[config.mk]
export PLATFORM = sky130hd
export DESIGN_NAME = ctir_regs
export DESIGN_NICKNAME = d
export VERILOG_FILES = /design/src/ctir_pkg.sv /design/src/ctir_lfsr.sv /design/src/ctir_regs.sv
export VERILOG_INCLUDE_DIRS = /design/src
export SDC_FILE = /design/constraint.sdc
export NUM_CORES = 1
export LEC_CHECK = 0
export BUFFER_PORTS_ARGS = -buffer_cell sky130_fd_sc_hd__buf_2
export CAP_MARGIN = 20
export CELL_PAD_IN_SITES_DETAIL_PLACEMENT = 0
export CELL_PAD_IN_SITES_GLOBAL_PLACEMENT = 2
export CORE_UTILIZATION = 26
export CTS_BUF_LIST = sky130_fd_sc_hd__clkbuf_4 sky130_fd_sc_hd__clkbuf_8
export DETAILED_ROUTE_END_ITERATION = 10
export PLACE_DENSITY_LB_ADDON = 0.3
export SYNTH_ARGS = -nofsm -noshare
export SYNTH_HDL_FRONTEND = slang
export SYNTH_SLANG_ARGS = --single-unit
[constraint.sdc]
create_clock -name CLK_I -period 1.25 [get_ports CLK_I]
set_input_delay 0.1875 -clock CLK_I [delete_from_list [all_inputs] [get_ports CLK_I]]
set_output_delay 0.1875 -clock CLK_I [all_outputs]
set_load 0.05 [all_outputs]
[src/ctir_consts.svh]
// Constants for the table index and random index register block
`ifndef CTIR_CONSTS_SVH
`define CTIR_CONSTS_SVH
`define CTIR_REGNUM_INDEX 5'h00
`define CTIR_REGNUM_RANDOM 5'h01
`define CTIR_REGNUM_WIRED 5'h06
`define CTIR_SEL_ZERO 3'h0
`define CTIR_ENTRIES 6'h20
`define CTIR_UPPER 5'h1f
`define CTIR_IDX_MSB 4
`define CTIR_PROBE_BIT 31
`define CTIR_LFSR_SEED 8'ha5
`define CTIR_LFSR_TAPS 8'hb8
`endif

[src/ctir_pkg.sv]
// Types for the table index and random index register block
package ctir_pkg;
    // One control register access from the pipeline
    typedef struct packed {
        logic wr;
        logic rd;
        logic [4:0] regnum;
        logic [2:0] sel;
        logic [31:0] wdata;
    } ctir_req_t;
    // Table instruction events
    typedef struct packed {
        logic probe_done;
        logic probe_miss;
    } ctir_probe_t;
endpackage

[src/ctir_lfsr.sv]
// Free running LFSR that vetoes random index decrements
`timescale 1ns/1ps
`include "ctir_consts.svh"
module ctir_lfsr (
    input wire logic clk_i, // Core clock
    input wire logic rst_b_i, // Synchronised reset, active low
    output logic hold_o // High when this cycle's decrement is skipped
);
    logic [7:0] lfsr_reg;
    logic [7:0] lfsr_next;

    // Galois shift; seed is nonzero so the sequence never locks at zero
    always_comb begin
        lfsr_next = {1'b0, lfsr_reg[7:1]};
        if (lfsr_reg[0]) begin
            lfsr_next = lfsr_next ^ `CTIR_LFSR_TAPS;
        end
    end

    always_ff @(posedge clk_i or negedge rst_b_i) begin
        if (!rst_b_i) begin
            lfsr_reg <= `CTIR_LFSR_SEED;
        end else begin
            lfsr_reg <= lfsr_next;
        end
    end

    // Skip about one cycle in four
    assign hold_o = lfsr_reg[0] & lfsr_reg[3];
endmodule

[src/ctir_regs.sv]
// Table index, random index and wired count control registers
`timescale 1ns/1ps
`include "ctir_consts.svh"

// Control register slice of the system control coprocessor: the table
// index, the random replacement index and the wired entry count.
// The pipeline presents one move_to_control_reg or move_from_control_reg
// access per cycle on REQ_I, qualified by register number and select.
// Writes land at the next edge, so a dependent access issued in the very
// next cycle already sees the new value; the pipeline's hazard window is
// therefore zero instructions for this slice.
// Reads return on RDATA_O one cycle after the strobe, flagged by RVALID_O;
// a read and a write in the same cycle return the old contents.
// The random index runs down from the top entry towards the wired count on
// every edge the LFSR does not veto, so table_write_random_instr lands on a
// spread of entries without a true random source.
// A wired write reloads the random index to the top entry; writing the top
// entry number into the wired count freezes the random index there.
// Limitation: the table size is fixed at 32 entries, so the 5-bit fields
// need no width check; software must still keep index and wired below the
// entry count or the table behaviour is undefined.
// The probe flag and index reset to zero although their contents are
// formally undefined, which keeps simulation free of unknowns.

// Functional notes
// - Registers addressed by number 0-31 and select
// - Writes take effect after the access cycle
// - Read/write fields readable, writable, hardware-visible
// - Read-only fields ignore software writes
// - Probe flag updated only by a probe
// - Write-only fields accept writes, reads undefined
// - Zero fields read zero, writes ignored
// - Index reg 0, random 1, wired 6
// - Index field bits 4:0 selects table entry
// - Index width covers all table entries
// - Bit 31 set on probe miss
// - Index bits 30:5 read zero
// - Random read-only, selects random write entry
// - Random lower bound is wired count
// - Random upper bound is entries minus one
// - Random decrements, wraps at wired count
// - LFSR pseudo-randomly skips decrements
// - Random loads upper bound on reset, wired write
// - Random bits 31:5 read zero
module ctir_regs (
    input wire logic CLK_I, // Core clock, 250 MHz
    input wire logic RST_B_I, // Reset exception, active low, async
    input wire ctir_pkg::ctir_req_t REQ_I, // Move to/from control register access
    input wire ctir_pkg::ctir_probe_t PROBE_I, // Probe instruction result
    output logic [31:0] RDATA_O, // Registered read data
    output logic RVALID_O, // Read data valid pulse
    output logic [4:0] INDEX_O, // Entry for probe, read, indexed write
    output logic [4:0] RANDOM_O, // Entry for random write
    output logic [4:0] WIRED_O // Wired entry count
);
    logic rst_s1_reg;
    logic rst_s2_reg;
    logic rst_b;
    logic hold;
    logic probe_reg;
    logic probe_next;
    logic [4:0] index_reg;
    logic [4:0] index_next;
    logic [4:0] random_reg;
    logic [4:0] random_next;
    logic [4:0] wired_reg;
    logic [4:0] wired_next;
    logic [31:0] rdata_reg;
    logic [31:0] rdata_next;
    logic rvalid_reg;
    logic rvalid_next;
    logic hit_index;
    logic hit_random;
    logic hit_wired;

    // Reset release synchroniser; assertion stays asynchronous
    always_ff @(posedge CLK_I or negedge RST_B_I) begin
        if (!RST_B_I) begin
            rst_s1_reg <= 1'b0;
            rst_s2_reg <= 1'b0;
        end else begin
            rst_s1_reg <= 1'b1;
            rst_s2_reg <= rst_s1_reg;
        end
    end
    assign rst_b = rst_s2_reg;

    // Decrement veto source
    ctir_lfsr u_lfsr (
        .clk_i(CLK_I),
        .rst_b_i(rst_b),
        .hold_o(hold)
    );

    // Register selection by number and select; unmapped numbers read zero
    always_comb begin
        hit_index = 1'b0;
        hit_random = 1'b0;
        hit_wired = 1'b0;
        if (REQ_I.sel != `CTIR_SEL_ZERO) begin
            hit_index = 1'b0;
        end else if (REQ_I.regnum == `CTIR_REGNUM_INDEX) begin
            hit_index = 1'b1;
        end else if (REQ_I.regnum == `CTIR_REGNUM_RANDOM) begin
            hit_random = 1'b1;
        end else if (REQ_I.regnum == `CTIR_REGNUM_WIRED) begin
            hit_wired = 1'b1;
        end
    end

    // Index and probe flag next state
    always_comb begin
        index_next = index_reg;
        probe_next = probe_reg;
        if (REQ_I.wr && hit_index) begin
            // Only the 5-bit field stores; bit 31 and 30:5 writes are dropped
            index_next = REQ_I.wdata[`CTIR_IDX_MSB:0];
        end
        if (PROBE_I.probe_done) begin
            probe_next = PROBE_I.probe_miss;
        end
    end

    // Wired count next state; writes at or above entry count are software's fault
    always_comb begin
        wired_next = wired_reg;
        if (REQ_I.wr && hit_wired) begin
            wired_next = REQ_I.wdata[`CTIR_IDX_MSB:0];
        end
    end

    // Random index: counts down from upper bound, wraps at wired count
    always_comb begin
        random_next = random_reg;
        if (REQ_I.wr && hit_wired) begin
            random_next = `CTIR_UPPER;
        end else if (wired_reg == `CTIR_UPPER) begin
            random_next = `CTIR_UPPER;
        end else if (hold) begin
            random_next = random_reg;
        end else if (random_reg <= wired_reg) begin
            random_next = `CTIR_UPPER;
        end else begin
            random_next = random_reg - 5'h01;
        end
    end

    // Read mux; random ignores writes, upper bits read zero except the probe flag in index bit 31
    always_comb begin
        rdata_next = 32'h0000_0000;
        rvalid_next = REQ_I.rd;
        if (REQ_I.rd && hit_index) begin
            rdata_next[`CTIR_PROBE_BIT] = probe_reg;
            rdata_next[`CTIR_IDX_MSB:0] = index_reg;
        end else if (REQ_I.rd && hit_random) begin
            rdata_next[`CTIR_IDX_MSB:0] = random_reg;
        end else if (REQ_I.rd && hit_wired) begin
            rdata_next[`CTIR_IDX_MSB:0] = wired_reg;
        end
    end

    // State registers; new values visible one cycle after the write
    always_ff @(posedge CLK_I or negedge rst_b) begin
        if (!rst_b) begin
            index_reg <= 5'h00;
            probe_reg <= 1'b0;
            wired_reg <= 5'h00;
            random_reg <= `CTIR_UPPER;
            rdata_reg <= 32'h0000_0000;
            rvalid_reg <= 1'b0;
        end else begin
            index_reg <= index_next;
            probe_reg <= probe_next;
            wired_reg <= wired_next;
            random_reg <= random_next;
            rdata_reg <= rdata_next;
            rvalid_reg <= rvalid_next;
        end
    end

    // Outputs straight from flip-flops
    assign RDATA_O = rdata_reg;
    assign RVALID_O = rvalid_reg;
    assign INDEX_O = index_reg;
    assign RANDOM_O = random_reg;
    assign WIRED_O = wired_reg;

    // No write-only fields exist here, so nothing returns undefined data

    // Checks on the register state and read path; the assertions watch the registers,
    // decode signals, outputs and LFSR state alongside the REQ_I and PROBE_I inputs from the pipeline.
    // The reset synchroniser output gates them all, so the first edges
    // after release are not judged against pre-reset history.
    // Random index sequencing, probe flag, reserved bit and index write checks
    AST_RANDOM_RANGE: assert property (@(posedge CLK_I) disable iff (!rst_b)
        (wired_reg != `CTIR_UPPER) |-> (random_reg >= wired_reg || $past(REQ_I.wr && hit_wired)))
        else $error("random below wired count");
    AST_WIRED_LOAD: assert property (@(posedge CLK_I) disable iff (!rst_b)
        (REQ_I.wr && hit_wired) |=> (random_reg == `CTIR_UPPER))
        else $error("random not reloaded on wired write");
    AST_WRAP: assert property (@(posedge CLK_I) disable iff (!rst_b)
        (!(REQ_I.wr && hit_wired) && !hold && random_reg == wired_reg)
        |=> (random_reg == `CTIR_UPPER))
        else $error("random did not wrap");
    AST_DEC: assert property (@(posedge CLK_I) disable iff (!rst_b)
        (!(REQ_I.wr && hit_wired) && !hold && random_reg > wired_reg)
        |=> (random_reg == $past(random_reg) - 5'h01))
        else $error("random did not decrement");
    AST_HOLD: assert property (@(posedge CLK_I) disable iff (!rst_b)
        (!(REQ_I.wr && hit_wired) && hold) |=> $stable(random_reg))
        else $error("random moved during veto");
    AST_FROZEN: assert property (@(posedge CLK_I) disable iff (!rst_b)
        (wired_reg == `CTIR_UPPER) |=> (random_reg == `CTIR_UPPER))
        else $error("random moved with full wired count");
    AST_PROBE: assert property (@(posedge CLK_I) disable iff (!rst_b)
        PROBE_I.probe_done |=> (probe_reg == $past(PROBE_I.probe_miss)))
        else $error("probe flag wrong");
    AST_RD_ZERO: assert property (@(posedge CLK_I) disable iff (!rst_b)
        (REQ_I.rd && hit_index) |=> (RDATA_O[30:5] == 26'h0 && RVALID_O))
        else $error("index reserved bits nonzero");
    AST_RANDOM_RO: assert property (@(posedge CLK_I) disable iff (!rst_b)
        (REQ_I.rd && hit_random) |=> (RDATA_O[31:5] == 27'h0))
        else $error("random reserved bits nonzero");
    AST_IDX_WR: assert property (@(posedge CLK_I) disable iff (!rst_b)
        (REQ_I.wr && hit_index) |=> (index_reg == $past(REQ_I.wdata[4:0])))
        else $error("index write lost");

    // Decode checks
    // A nonzero select never reaches any register
    AST_SEL_GATE: assert property (@(posedge CLK_I) disable iff (!rst_b)
        (REQ_I.sel != `CTIR_SEL_ZERO) |-> (!hit_index && !hit_random && !hit_wired))
        else $error("nonzero select decoded");
    // Index sits at register number zero
    AST_MAP_INDEX: assert property (@(posedge CLK_I) disable iff (!rst_b)
        (REQ_I.sel == `CTIR_SEL_ZERO && REQ_I.regnum == `CTIR_REGNUM_INDEX) |-> hit_index)
        else $error("index not decoded");
    // Random index sits at register number one
    AST_MAP_RANDOM: assert property (@(posedge CLK_I) disable iff (!rst_b)
        (REQ_I.sel == `CTIR_SEL_ZERO && REQ_I.regnum == `CTIR_REGNUM_RANDOM) |-> hit_random)
        else $error("random not decoded");
    // Wired count sits at register number six
    AST_MAP_WIRED: assert property (@(posedge CLK_I) disable iff (!rst_b)
        (REQ_I.sel == `CTIR_SEL_ZERO && REQ_I.regnum == `CTIR_REGNUM_WIRED) |-> hit_wired)
        else $error("wired not decoded");
    // At most one register is selected at a time
    AST_ONE_HIT: assert property (@(posedge CLK_I) disable iff (!rst_b)
        $onehot0({hit_index, hit_random, hit_wired}))
        else $error("several registers decoded");

    // Read path checks
    // Every read strobe gets a valid pulse
    AST_RVALID_RISE: assert property (@(posedge CLK_I) disable iff (!rst_b)
        REQ_I.rd |=> RVALID_O)
        else $error("read not answered");
    // No valid pulse without a read
    AST_RVALID_LOW: assert property (@(posedge CLK_I) disable iff (!rst_b)
        !REQ_I.rd |=> !RVALID_O)
        else $error("spurious read valid");
    // Unmapped numbers and selects read as zero
    AST_UNMAPPED_ZERO: assert property (@(posedge CLK_I) disable iff (!rst_b)
        (REQ_I.rd && !hit_index && !hit_random && !hit_wired) |=> (RDATA_O == 32'h0000_0000))
        else $error("unmapped read nonzero");
    // Index field reads back what is stored
    AST_IDX_READBACK: assert property (@(posedge CLK_I) disable iff (!rst_b)
        (REQ_I.rd && hit_index) |=> (RDATA_O[4:0] == $past(index_reg)))
        else $error("index read mismatch");
    // Probe flag appears in the top bit of the index read
    AST_PROBE_READ: assert property (@(posedge CLK_I) disable iff (!rst_b)
        (REQ_I.rd && hit_index) |=> (RDATA_O[31] == $past(probe_reg)))
        else $error("probe flag read mismatch");
    // Random field reads back the live count
    AST_RANDOM_READ: assert property (@(posedge CLK_I) disable iff (!rst_b)
        (REQ_I.rd && hit_random) |=> (RDATA_O[4:0] == $past(random_reg)))
        else $error("random read mismatch");
    // Wired count reads back in full, upper bits zero
    AST_WIRED_READ: assert property (@(posedge CLK_I) disable iff (!rst_b)
        (REQ_I.rd && hit_wired) |=> (RDATA_O == {27'h0, $past(wired_reg)}))
        else $error("wired read mismatch");
    // Read data is cleared between reads
    AST_IDLE_RDATA: assert property (@(posedge CLK_I) disable iff (!rst_b)
        !REQ_I.rd |=> (RDATA_O == 32'h0000_0000))
        else $error("read data left standing");

    // Write path checks
    // Index holds without a write
    AST_IDX_KEEP: assert property (@(posedge CLK_I) disable iff (!rst_b)
        !(REQ_I.wr && hit_index) |=> $stable(index_reg))
        else $error("index moved without write");
    // Probe flag holds without a probe
    AST_PROBE_KEEP: assert property (@(posedge CLK_I) disable iff (!rst_b)
        !PROBE_I.probe_done |=> $stable(probe_reg))
        else $error("probe flag moved without probe");
    // Software writes never touch the probe flag
    AST_PROBE_SW_IGNORED: assert property (@(posedge CLK_I) disable iff (!rst_b)
        (REQ_I.wr && hit_index && !PROBE_I.probe_done) |=> $stable(probe_reg))
        else $error("probe flag written by software");
    // A miss sets the flag
    AST_PROBE_SET: assert property (@(posedge CLK_I) disable iff (!rst_b)
        (PROBE_I.probe_done && PROBE_I.probe_miss) |=> probe_reg)
        else $error("probe miss not flagged");
    // A hit clears the flag
    AST_PROBE_CLR: assert property (@(posedge CLK_I) disable iff (!rst_b)
        (PROBE_I.probe_done && !PROBE_I.probe_miss) |=> !probe_reg)
        else $error("probe hit left flag set");
    // Wired write stores the low field
    AST_WIRED_WR: assert property (@(posedge CLK_I) disable iff (!rst_b)
        (REQ_I.wr && hit_wired) |=> (wired_reg == $past(REQ_I.wdata[4:0])))
        else $error("wired write lost");
    // Wired holds without a write
    AST_WIRED_KEEP: assert property (@(posedge CLK_I) disable iff (!rst_b)
        !(REQ_I.wr && hit_wired) |=> $stable(wired_reg))
        else $error("wired moved without write");

    // Random source checks
    // A write to the random index does not load it
    AST_RANDOM_SW_IGNORED: assert property (@(posedge CLK_I) disable iff (!rst_b)
        (REQ_I.wr && hit_random && !hold && random_reg > wired_reg)
        |=> (random_reg == $past(random_reg) - 5'h01))
        else $error("random index took a write");
    // A veto at the floor keeps the floor value
    AST_FLOOR_HOLD: assert property (@(posedge CLK_I) disable iff (!rst_b)
        (!(REQ_I.wr && hit_wired) && hold && random_reg == wired_reg)
        |=> (random_reg == wired_reg))
        else $error("random left floor during veto");
    // Each step holds, drops by one or returns to the top
    AST_RANDOM_STEP: assert property (@(posedge CLK_I) disable iff (!rst_b)
        1'b1 |=> (random_reg == $past(random_reg) || random_reg == `CTIR_UPPER
        || random_reg == $past(random_reg) - 5'h01))
        else $error("random jumped");
    // The veto source never locks up at zero
    AST_LFSR_ALIVE: assert property (@(posedge CLK_I) disable iff (!rst_b)
        u_lfsr.lfsr_reg != 8'h00)
        else $error("veto source locked at zero");

    COV_WRAP: cover property (@(posedge CLK_I) disable iff (!rst_b)
        random_reg == wired_reg ##1 random_reg == `CTIR_UPPER);
    COV_MISS: cover property (@(posedge CLK_I) disable iff (!rst_b)
        PROBE_I.probe_done && PROBE_I.probe_miss);
    COV_WIRED: cover property (@(posedge CLK_I) disable iff (!rst_b)
        REQ_I.wr && hit_wired);
    COV_HOLD: cover property (@(posedge CLK_I) disable iff (!rst_b)
        hold && wired_reg != `CTIR_UPPER);
    COV_RD_RANDOM: cover property (@(posedge CLK_I) disable iff (!rst_b)
        REQ_I.rd && hit_random);
endmodule

==> summary.txt, run 1 <==
Outcome
  – Status: finished with violations
  – Failing checks: negative setup slack

Timing
  – Hold Vio Cnt, Final: 0
  – Final Setup Violations: 26
  – Final TNS setup: -6070 ps
  – Final worst slack: -325 ps
  – Clk_skew: 5.31 ps
  – Final Max Tran Viols: 0
  – Crit share post-route: 1.26
  – Achievable frequency: 0.635 GHz
  – RSZ-0062 raised after global routing: true
  – Minimum clock period: 1580 ps

Yosys
  – Synth Cell Area: 1660 um2
  – Synth cell types: 31
  – Post-synthesis sequential area ratio: 0.503
  – Post-Syn Area per Cell: 11.4 um2
  – Seq cells post-synth: 33
  – Post-Syn Instances: 146
  – Syn. warnings: 0

Drt
  – WL final: 4170 um
  – DR WL/cell: 13.9 um
  – Drt first-iter violations: 36
  – Vias per inst: 4.27
  – Detailed-route DRC error count: 0
  – Via count: 1,284
  – DRT Pass-1 Iters: 4
  – Routed Antenna Nets: 0

Clock tree
  – Root Buffer: clkbuf_8
  – Clk pin slew, worst setup/hold paths: 60 ps
  – H-tree depth: 2
  – CTS Buf Count: 5
  – Clock sink total: 33
  – Clock Path Buffers: 2
  – Worst skew pair latency: 280 ps
  – CTS tree: built

Critical path
  – Crit path DAT: 1790 ps
  – Critical path class: in -> reg
  – Critical path peak fanout: 5
  – R2r worst-path depth: 5
  – Nature of the critical path startpoint: primary input
  – CP endpoint kind: register
  – WP data required: 1460 ps

Placement
  – GPL Wtd Cong: 0.788
  – Final HPWL DP: 3140 um
  – Worst slack at placement: -710 ps
  – # port buffers: 40

Cells and area
  – Final nets: 277
  – Commonest cells after routing, fill and taps aside: 31 x buf_2, 30 x buf_4, 27 x conb_1
  – Fin util: 0.407
  – Layout cells sized above 1: 0.558
  – Number of diodes: 0
  – Reg area: 850 um2
  – Max FFs per register: 8
  – Synthesis-to-layout area growth: 48.2%
  – Fill cells: 588
  – Area of the multi-input gates: 802 um2
  – Most common cell after layout, fill and taps aside: buf_2

Global routing
  – Tot GR Track Use: 0.128
  – Largest net degree at the start of global routing: 32
  – Initial antenna violation count: 0
  – Global-route wire length before repair: 6240 um
  – Vias in the first global route: 1,326
  – Grt total ovfl: 0

Power
  – Peak VDD IR: 0.571 mV
  – PwrDens: 1710 nW/um2
  – P_leak: 1.23 nW

Floorplan
  – Die Y: 82 um
  – # IOs: 94
  – Die area: 6720 um2
  – Die W: 82 um
  – Row cnt: 28
  – Core area: 6060 um2
  – Initial Utilization: 0.275

Hold path
  – Worst hold path type: in -> reg
  – Hold Crit Depth: 2

Run
  – MaxCap Viol Count: 0
==> path summary, 6_finish.rpt <==
check,start,to,slack [ps]
hold / removal,REQ_I[40],RVALID_O,120
hold reg to reg,rst_b,INDEX_O[0],260
setup reg to reg,RANDOM_O[3],RANDOM_O[2],-280
min in group asynchronous,RST_B_I,rst_b,220
setup / recovery,REQ_I[39],RDATA_O[0],-330
max in group asynchronous,rst_b,RANDOM_O[4],680
==> logic make-up after synthesis <==
family / share of synthesized area
and+or+nand+nor: 0.106
adders and majority gates: 0.0451
muxes: 0.0744
xor gates and xnor gates: 0.0158
DFF: 0.503
AOI/OAI and AO/OA: 0.102
buffers and inverters: 0.149
other: 0.00451
==> synthesized netlist by cell type (all sizes together) <==
cell type / count / area share
ha: 6 / 0.045
nor4b: 1 / 0.014
o2bb2ai: 1 / 0.0053
buf: 27 / 0.12
o21ai: 3 / 0.0090
nand3b: 1 / 0.0045
o21bai: 3 / 0.014
xor2: 3 / 0.016
nand3: 4 / 0.012
nor2: 7 / 0.016
dfrtp: 24 / 0.36
nor2b: 1 / 0.0038
a211oi: 2 / 0.0090
nand2: 4 / 0.0090
nor3: 6 / 0.018
inv: 9 / 0.020
conb: 2 / 0.0045
o211ai: 3 / 0.014
mux2: 11 / 0.074
a221o: 5 / 0.030
or3b: 1 / 0.0053
or3: 1 / 0.0038
a21o: 1 / 0.0045
clkbuf: 2 / 0.0045
and2: 1 / 0.0038
a21oi: 4 / 0.012
or4: 3 / 0.016
dfstp: 9 / 0.14
o31a: 1 / 0.0053
==> what timing repair did <==
action / in CTS / in global routing
setup endpoints to repair: 26 / 29
endpoints found under the hold margin: 2 / 0
pin swaps: 17 / 6
hold buffers: 1 / 0
setup buffers: 1 / 7
gates resized for setup: 40 / 11
==> routing by layer <==
| layer | global-route usage | up-vias | routed length, um |
|---|---|---|---|
| li1 | - | 611 | - |
| met1 | 0.150 | 626 | 1760 |
| met2 | 0.217 | 43 | 2120 |
| met3 | 0.0356 | 4 | 237 |
| met4 | 0.0561 | 0 | 55 |
| met5 | 0 | - | 0 |
==> through the flow <==
| stage | power, mW | cells | area [um2] | hold WS, ps |
|---|---|---|---|---|
| after floorplan | 2.31 | 171 | 1810 | -108 |
| after global placement | 2.67 | 287 | 2110 | -28.1 |
| after detailed placement | 2.70 | 287 | 2110 | -24.1 |
| after CTS | 4.11 | 297 | 2410 | 112 |
| after global routing | 4.43 | 301 | 2470 | 116 |
| final | 4.21 | 301 | 2470 | 118 |
==> cell type report <==
cell class | count | share of cell area
clock inverters | 1 | 0.0122
well taps | 75 | 0.0381
repair buffers | 76 | 0.230
clock buffers | 7 | 0.0365
inverters | 9 | 0.0137
multi-input cells | 100 | 0.325
flip-flops and latches | 33 | 0.344
==> where the power goes <==
| part | internal, mW | leakage, nW | switching, mW |
|---|---|---|---|
| registers | 1.23 | 0.412 | 0.0877 |
| logic | 0.795 | 0.754 | 1.04 |
| clock network | 0.672 | 0.0619 | 0.385 |
| total | 2.70 | 1.23 | 1.52 |
==> worst max-delay path: stages <==
cell and delay [ps]:
buf_6 90, or4_4 540, or3b_4 410, nor4b_4 340, a221o_1 220
Power figures use the tool's default switching activity.
==> run 2, diff against run 1 <==
- RECOVER_POWER: default -> 25
==> run 2 against run 1 <==
Effect of this change: cell area decreased by 0.20%; flip-flop and latch count unchanged; clock power about the same; sequential power about the same; via count increased by 0.23%; total power about the same; setup slack improved by 2.6 ps; global-route usage unchanged; highest routed layer unchanged; critical endpoint unchanged; non-clock buffer count unchanged; the flow still finishes with violations (negative setup slack); count of clock-buffer cells in the layout unchanged.
==> summary.txt, run 2 (same netlist as run 1, synthesis figures left out) <==
Floorplan
  – Initial Utilization: 0.275 (unchanged)
  – Core area: 6060 um2 (unchanged)
  – Die Y: 82 um (unchanged)
  – Die W: 82 um (unchanged)
  – Die area: 6720 um2 (unchanged)
  – Row cnt: 28 (unchanged)
  – # IOs: 94 (unchanged)

Clock tree
  – Clk pin slew, worst setup/hold paths: 60 ps (about the same)
  – Clock Path Buffers: 2 (unchanged)
  – CTS Buf Count: 5 (unchanged)
  – CTS tree: built (unchanged)
  – Clock sink total: 33 (unchanged)
  – Root Buffer: clkbuf_8 (unchanged)
  – Worst skew pair latency: 280 ps (about the same)
  – H-tree depth: 2 (unchanged)

Critical path
  – CP max stage delay: 530 ps (was 540 ps)
  – CP Cell Sequence: buf_6 > or4_4 > or3b_4 > nor4b_4 > a221o_1 (unchanged)
  – Crit path DAT: 1780 ps (was 1790 ps)
  – Critical path peak fanout: 5 (unchanged)
  – CP endpoint kind: register (unchanged)
  – WP data required: 1460 ps (about the same)
  – Nature of the critical path startpoint: primary input (unchanged)
  – Slowest-stage cell, CP: or4_4 (unchanged)
  – Critical path class: in -> reg (unchanged)

Cells and area
  – Synthesis-to-layout area growth: 47.9% (was 48.2%)
  – Post-route cell area: 2460 um2 (was 2470 um2)
  – Max FFs per register: 8 (unchanged)
  – Layout cells sized above 1: 0.549 (was 0.558)
  – Final nets: 277 (unchanged)
  – Commonest cells after routing, fill and taps aside: 29 x buf_2, 29 x buf_4, 27 x conb_1 (was 31 x buf_2, 30 x buf_4, 27 x conb_1)
  – Number of diodes: 0 (unchanged)

Drt
  – DRT Pass-1 Iters: 4 (unchanged)
  – Drt first-iter violations: 40 (was 36)
  – WL final: 4190 um (was 4170 um)
  – Via count: 1,287 (was 1,284)
  – Routed Antenna Nets: 0 (unchanged)
  – Detailed-route DRC error count: 0 (unchanged)
  – Vias per inst: 4.28 (was 4.27)
  – DR WL/cell: 13.9 um (about the same)

Global routing
  – Tot GR Track Use: 0.128 (unchanged)
  – Vias in the first global route: 1,326 (unchanged)
  – Grt total ovfl: 0 (unchanged)
  – Initial antenna violation count: 0 (unchanged)
  – Global-route wire length before repair: 6240 um (unchanged)
  – Largest net degree at the start of global routing: 32 (unchanged)

Timing
  – Final Setup Violations: 26 (unchanged)
  – Hold Slack: 139 ps (was 118 ps)
  – Clk_skew: 5.33 ps (was 5.31 ps)
  – Final Max Tran Viols: 0 (unchanged)
  – Crit share post-route: 1.26 (about the same)
  – Achievable frequency: 0.636 GHz (was 0.635 GHz)
  – Hold Vio Cnt, Final: 0 (unchanged)
  – Final worst slack: -323 ps (was -325 ps)
  – Final TNS setup: -6000 ps (was -6070 ps)
  – Rel. slew slack: 0.491
  – RSZ-0062 raised after global routing: true (unchanged)
  – Slew @ Worst Pin: 763 ps
  – Minimum clock period: 1570 ps (was 1580 ps)

Power
  – PwrDens: 1710 nW/um2 (about the same)
  – Peak VDD IR: 0.571 mV (about the same)
  – Design Power: 4.21 mW (about the same)
  – P_leak: 1.22 nW (was 1.23 nW)

Placement
  – GPL Wtd Cong: 0.788 (unchanged)
  – Post-DP Area: 2110 um2 (unchanged)
  – Final HPWL DP: 3140 um (unchanged)
  – # port buffers: 40 (unchanged)

Hold path
  – Worst hold path type: in -> reg (unchanged)

Outcome
  – Failing checks: negative setup slack (unchanged)
  – Status: finished with violations (unchanged)

Run
  – MaxCap Viol Count: 0 (unchanged)
[run 2: changes by cell type in the layout (fill, tap and decap cells not counted), sizes merged]
| cell | previous run | this run |
|---|---|---|
| clkbuf | 7 | 10 |
| buf | 75 | 72 |
[run 2: final cells by class]
class | instances | area, um2
clock inverters | 1 | 30.0
flip-flops and latches | 33 | 850
clock buffers | 7 | 90.1
fillers | 590 | 3600
repair buffers | 76 | 562
well taps | 75 | 93.8
multi-input cells | 100 | 802
inverters | 9 | 33.8
[run 2: per-layer routing]
| metal | part of all wire | track usage |
|---|---|---|
| met4 | 0.013 | 0.0561 |
| met1 | 0.43 | 0.150 |
| met5 | 0 | 0 |
| met2 | 0.50 | 0.217 |
| met3 | 0.057 | 0.0356 |
[run 2: critical path, delay by kind of cell]
family,cells,cell delay (ps)
simple gates,3,1280
compound gates,1,220
buf+inv,1,90
[run 2: where the power goes]
| group | internal (mW) | switching (mW) | leakage, nW | total (mW) |
|---|---|---|---|---|
| registers | 1.23 | 0.0872 | 0.412 | 1.32 |
| clock network | 0.672 | 0.387 | 0.0619 | 1.06 |
| logic | 0.793 | 1.05 | 0.748 | 1.84 |
[run 2: timing repair]
action	in CTS	in global routing
buffers inserted	1	7
hold buffers	1	0
setup endpoints to repair	26	29
resized for setup	40	11
hold endpoints to repair	2	0
pin swaps	17	6
[run 2: per-stage QoR]
step | util | instances | setup WS [ps]
finish | 0.406 | 301 | -323
global route | 0.406 | 301 | -347
CTS | 0.398 | 297 | -307
detailed placement | 0.349 | 287 | -710
global placement | 0.349 | 287 | -685
floorplan | - | 171 | -511
[run 2: path summary, 6_finish.rpt]
check                                    from                  to  slack, ps  cells after the start
min in group asynchronous             RST_B_I               rst_b        220                      2
max in group asynchronous               rst_b          WIRED_O[3]        320                      1
setup reg to reg                  RANDOM_O[3]         RANDOM_O[2]       -280                      5
hold reg to reg            u_lfsr.lfsr_reg[1]  u_lfsr.lfsr_reg[0]        360                      0
setup / recovery                    REQ_I[39]          RDATA_O[0]       -320                      5
hold / removal                      REQ_I[40]            RVALID_O        140                      2
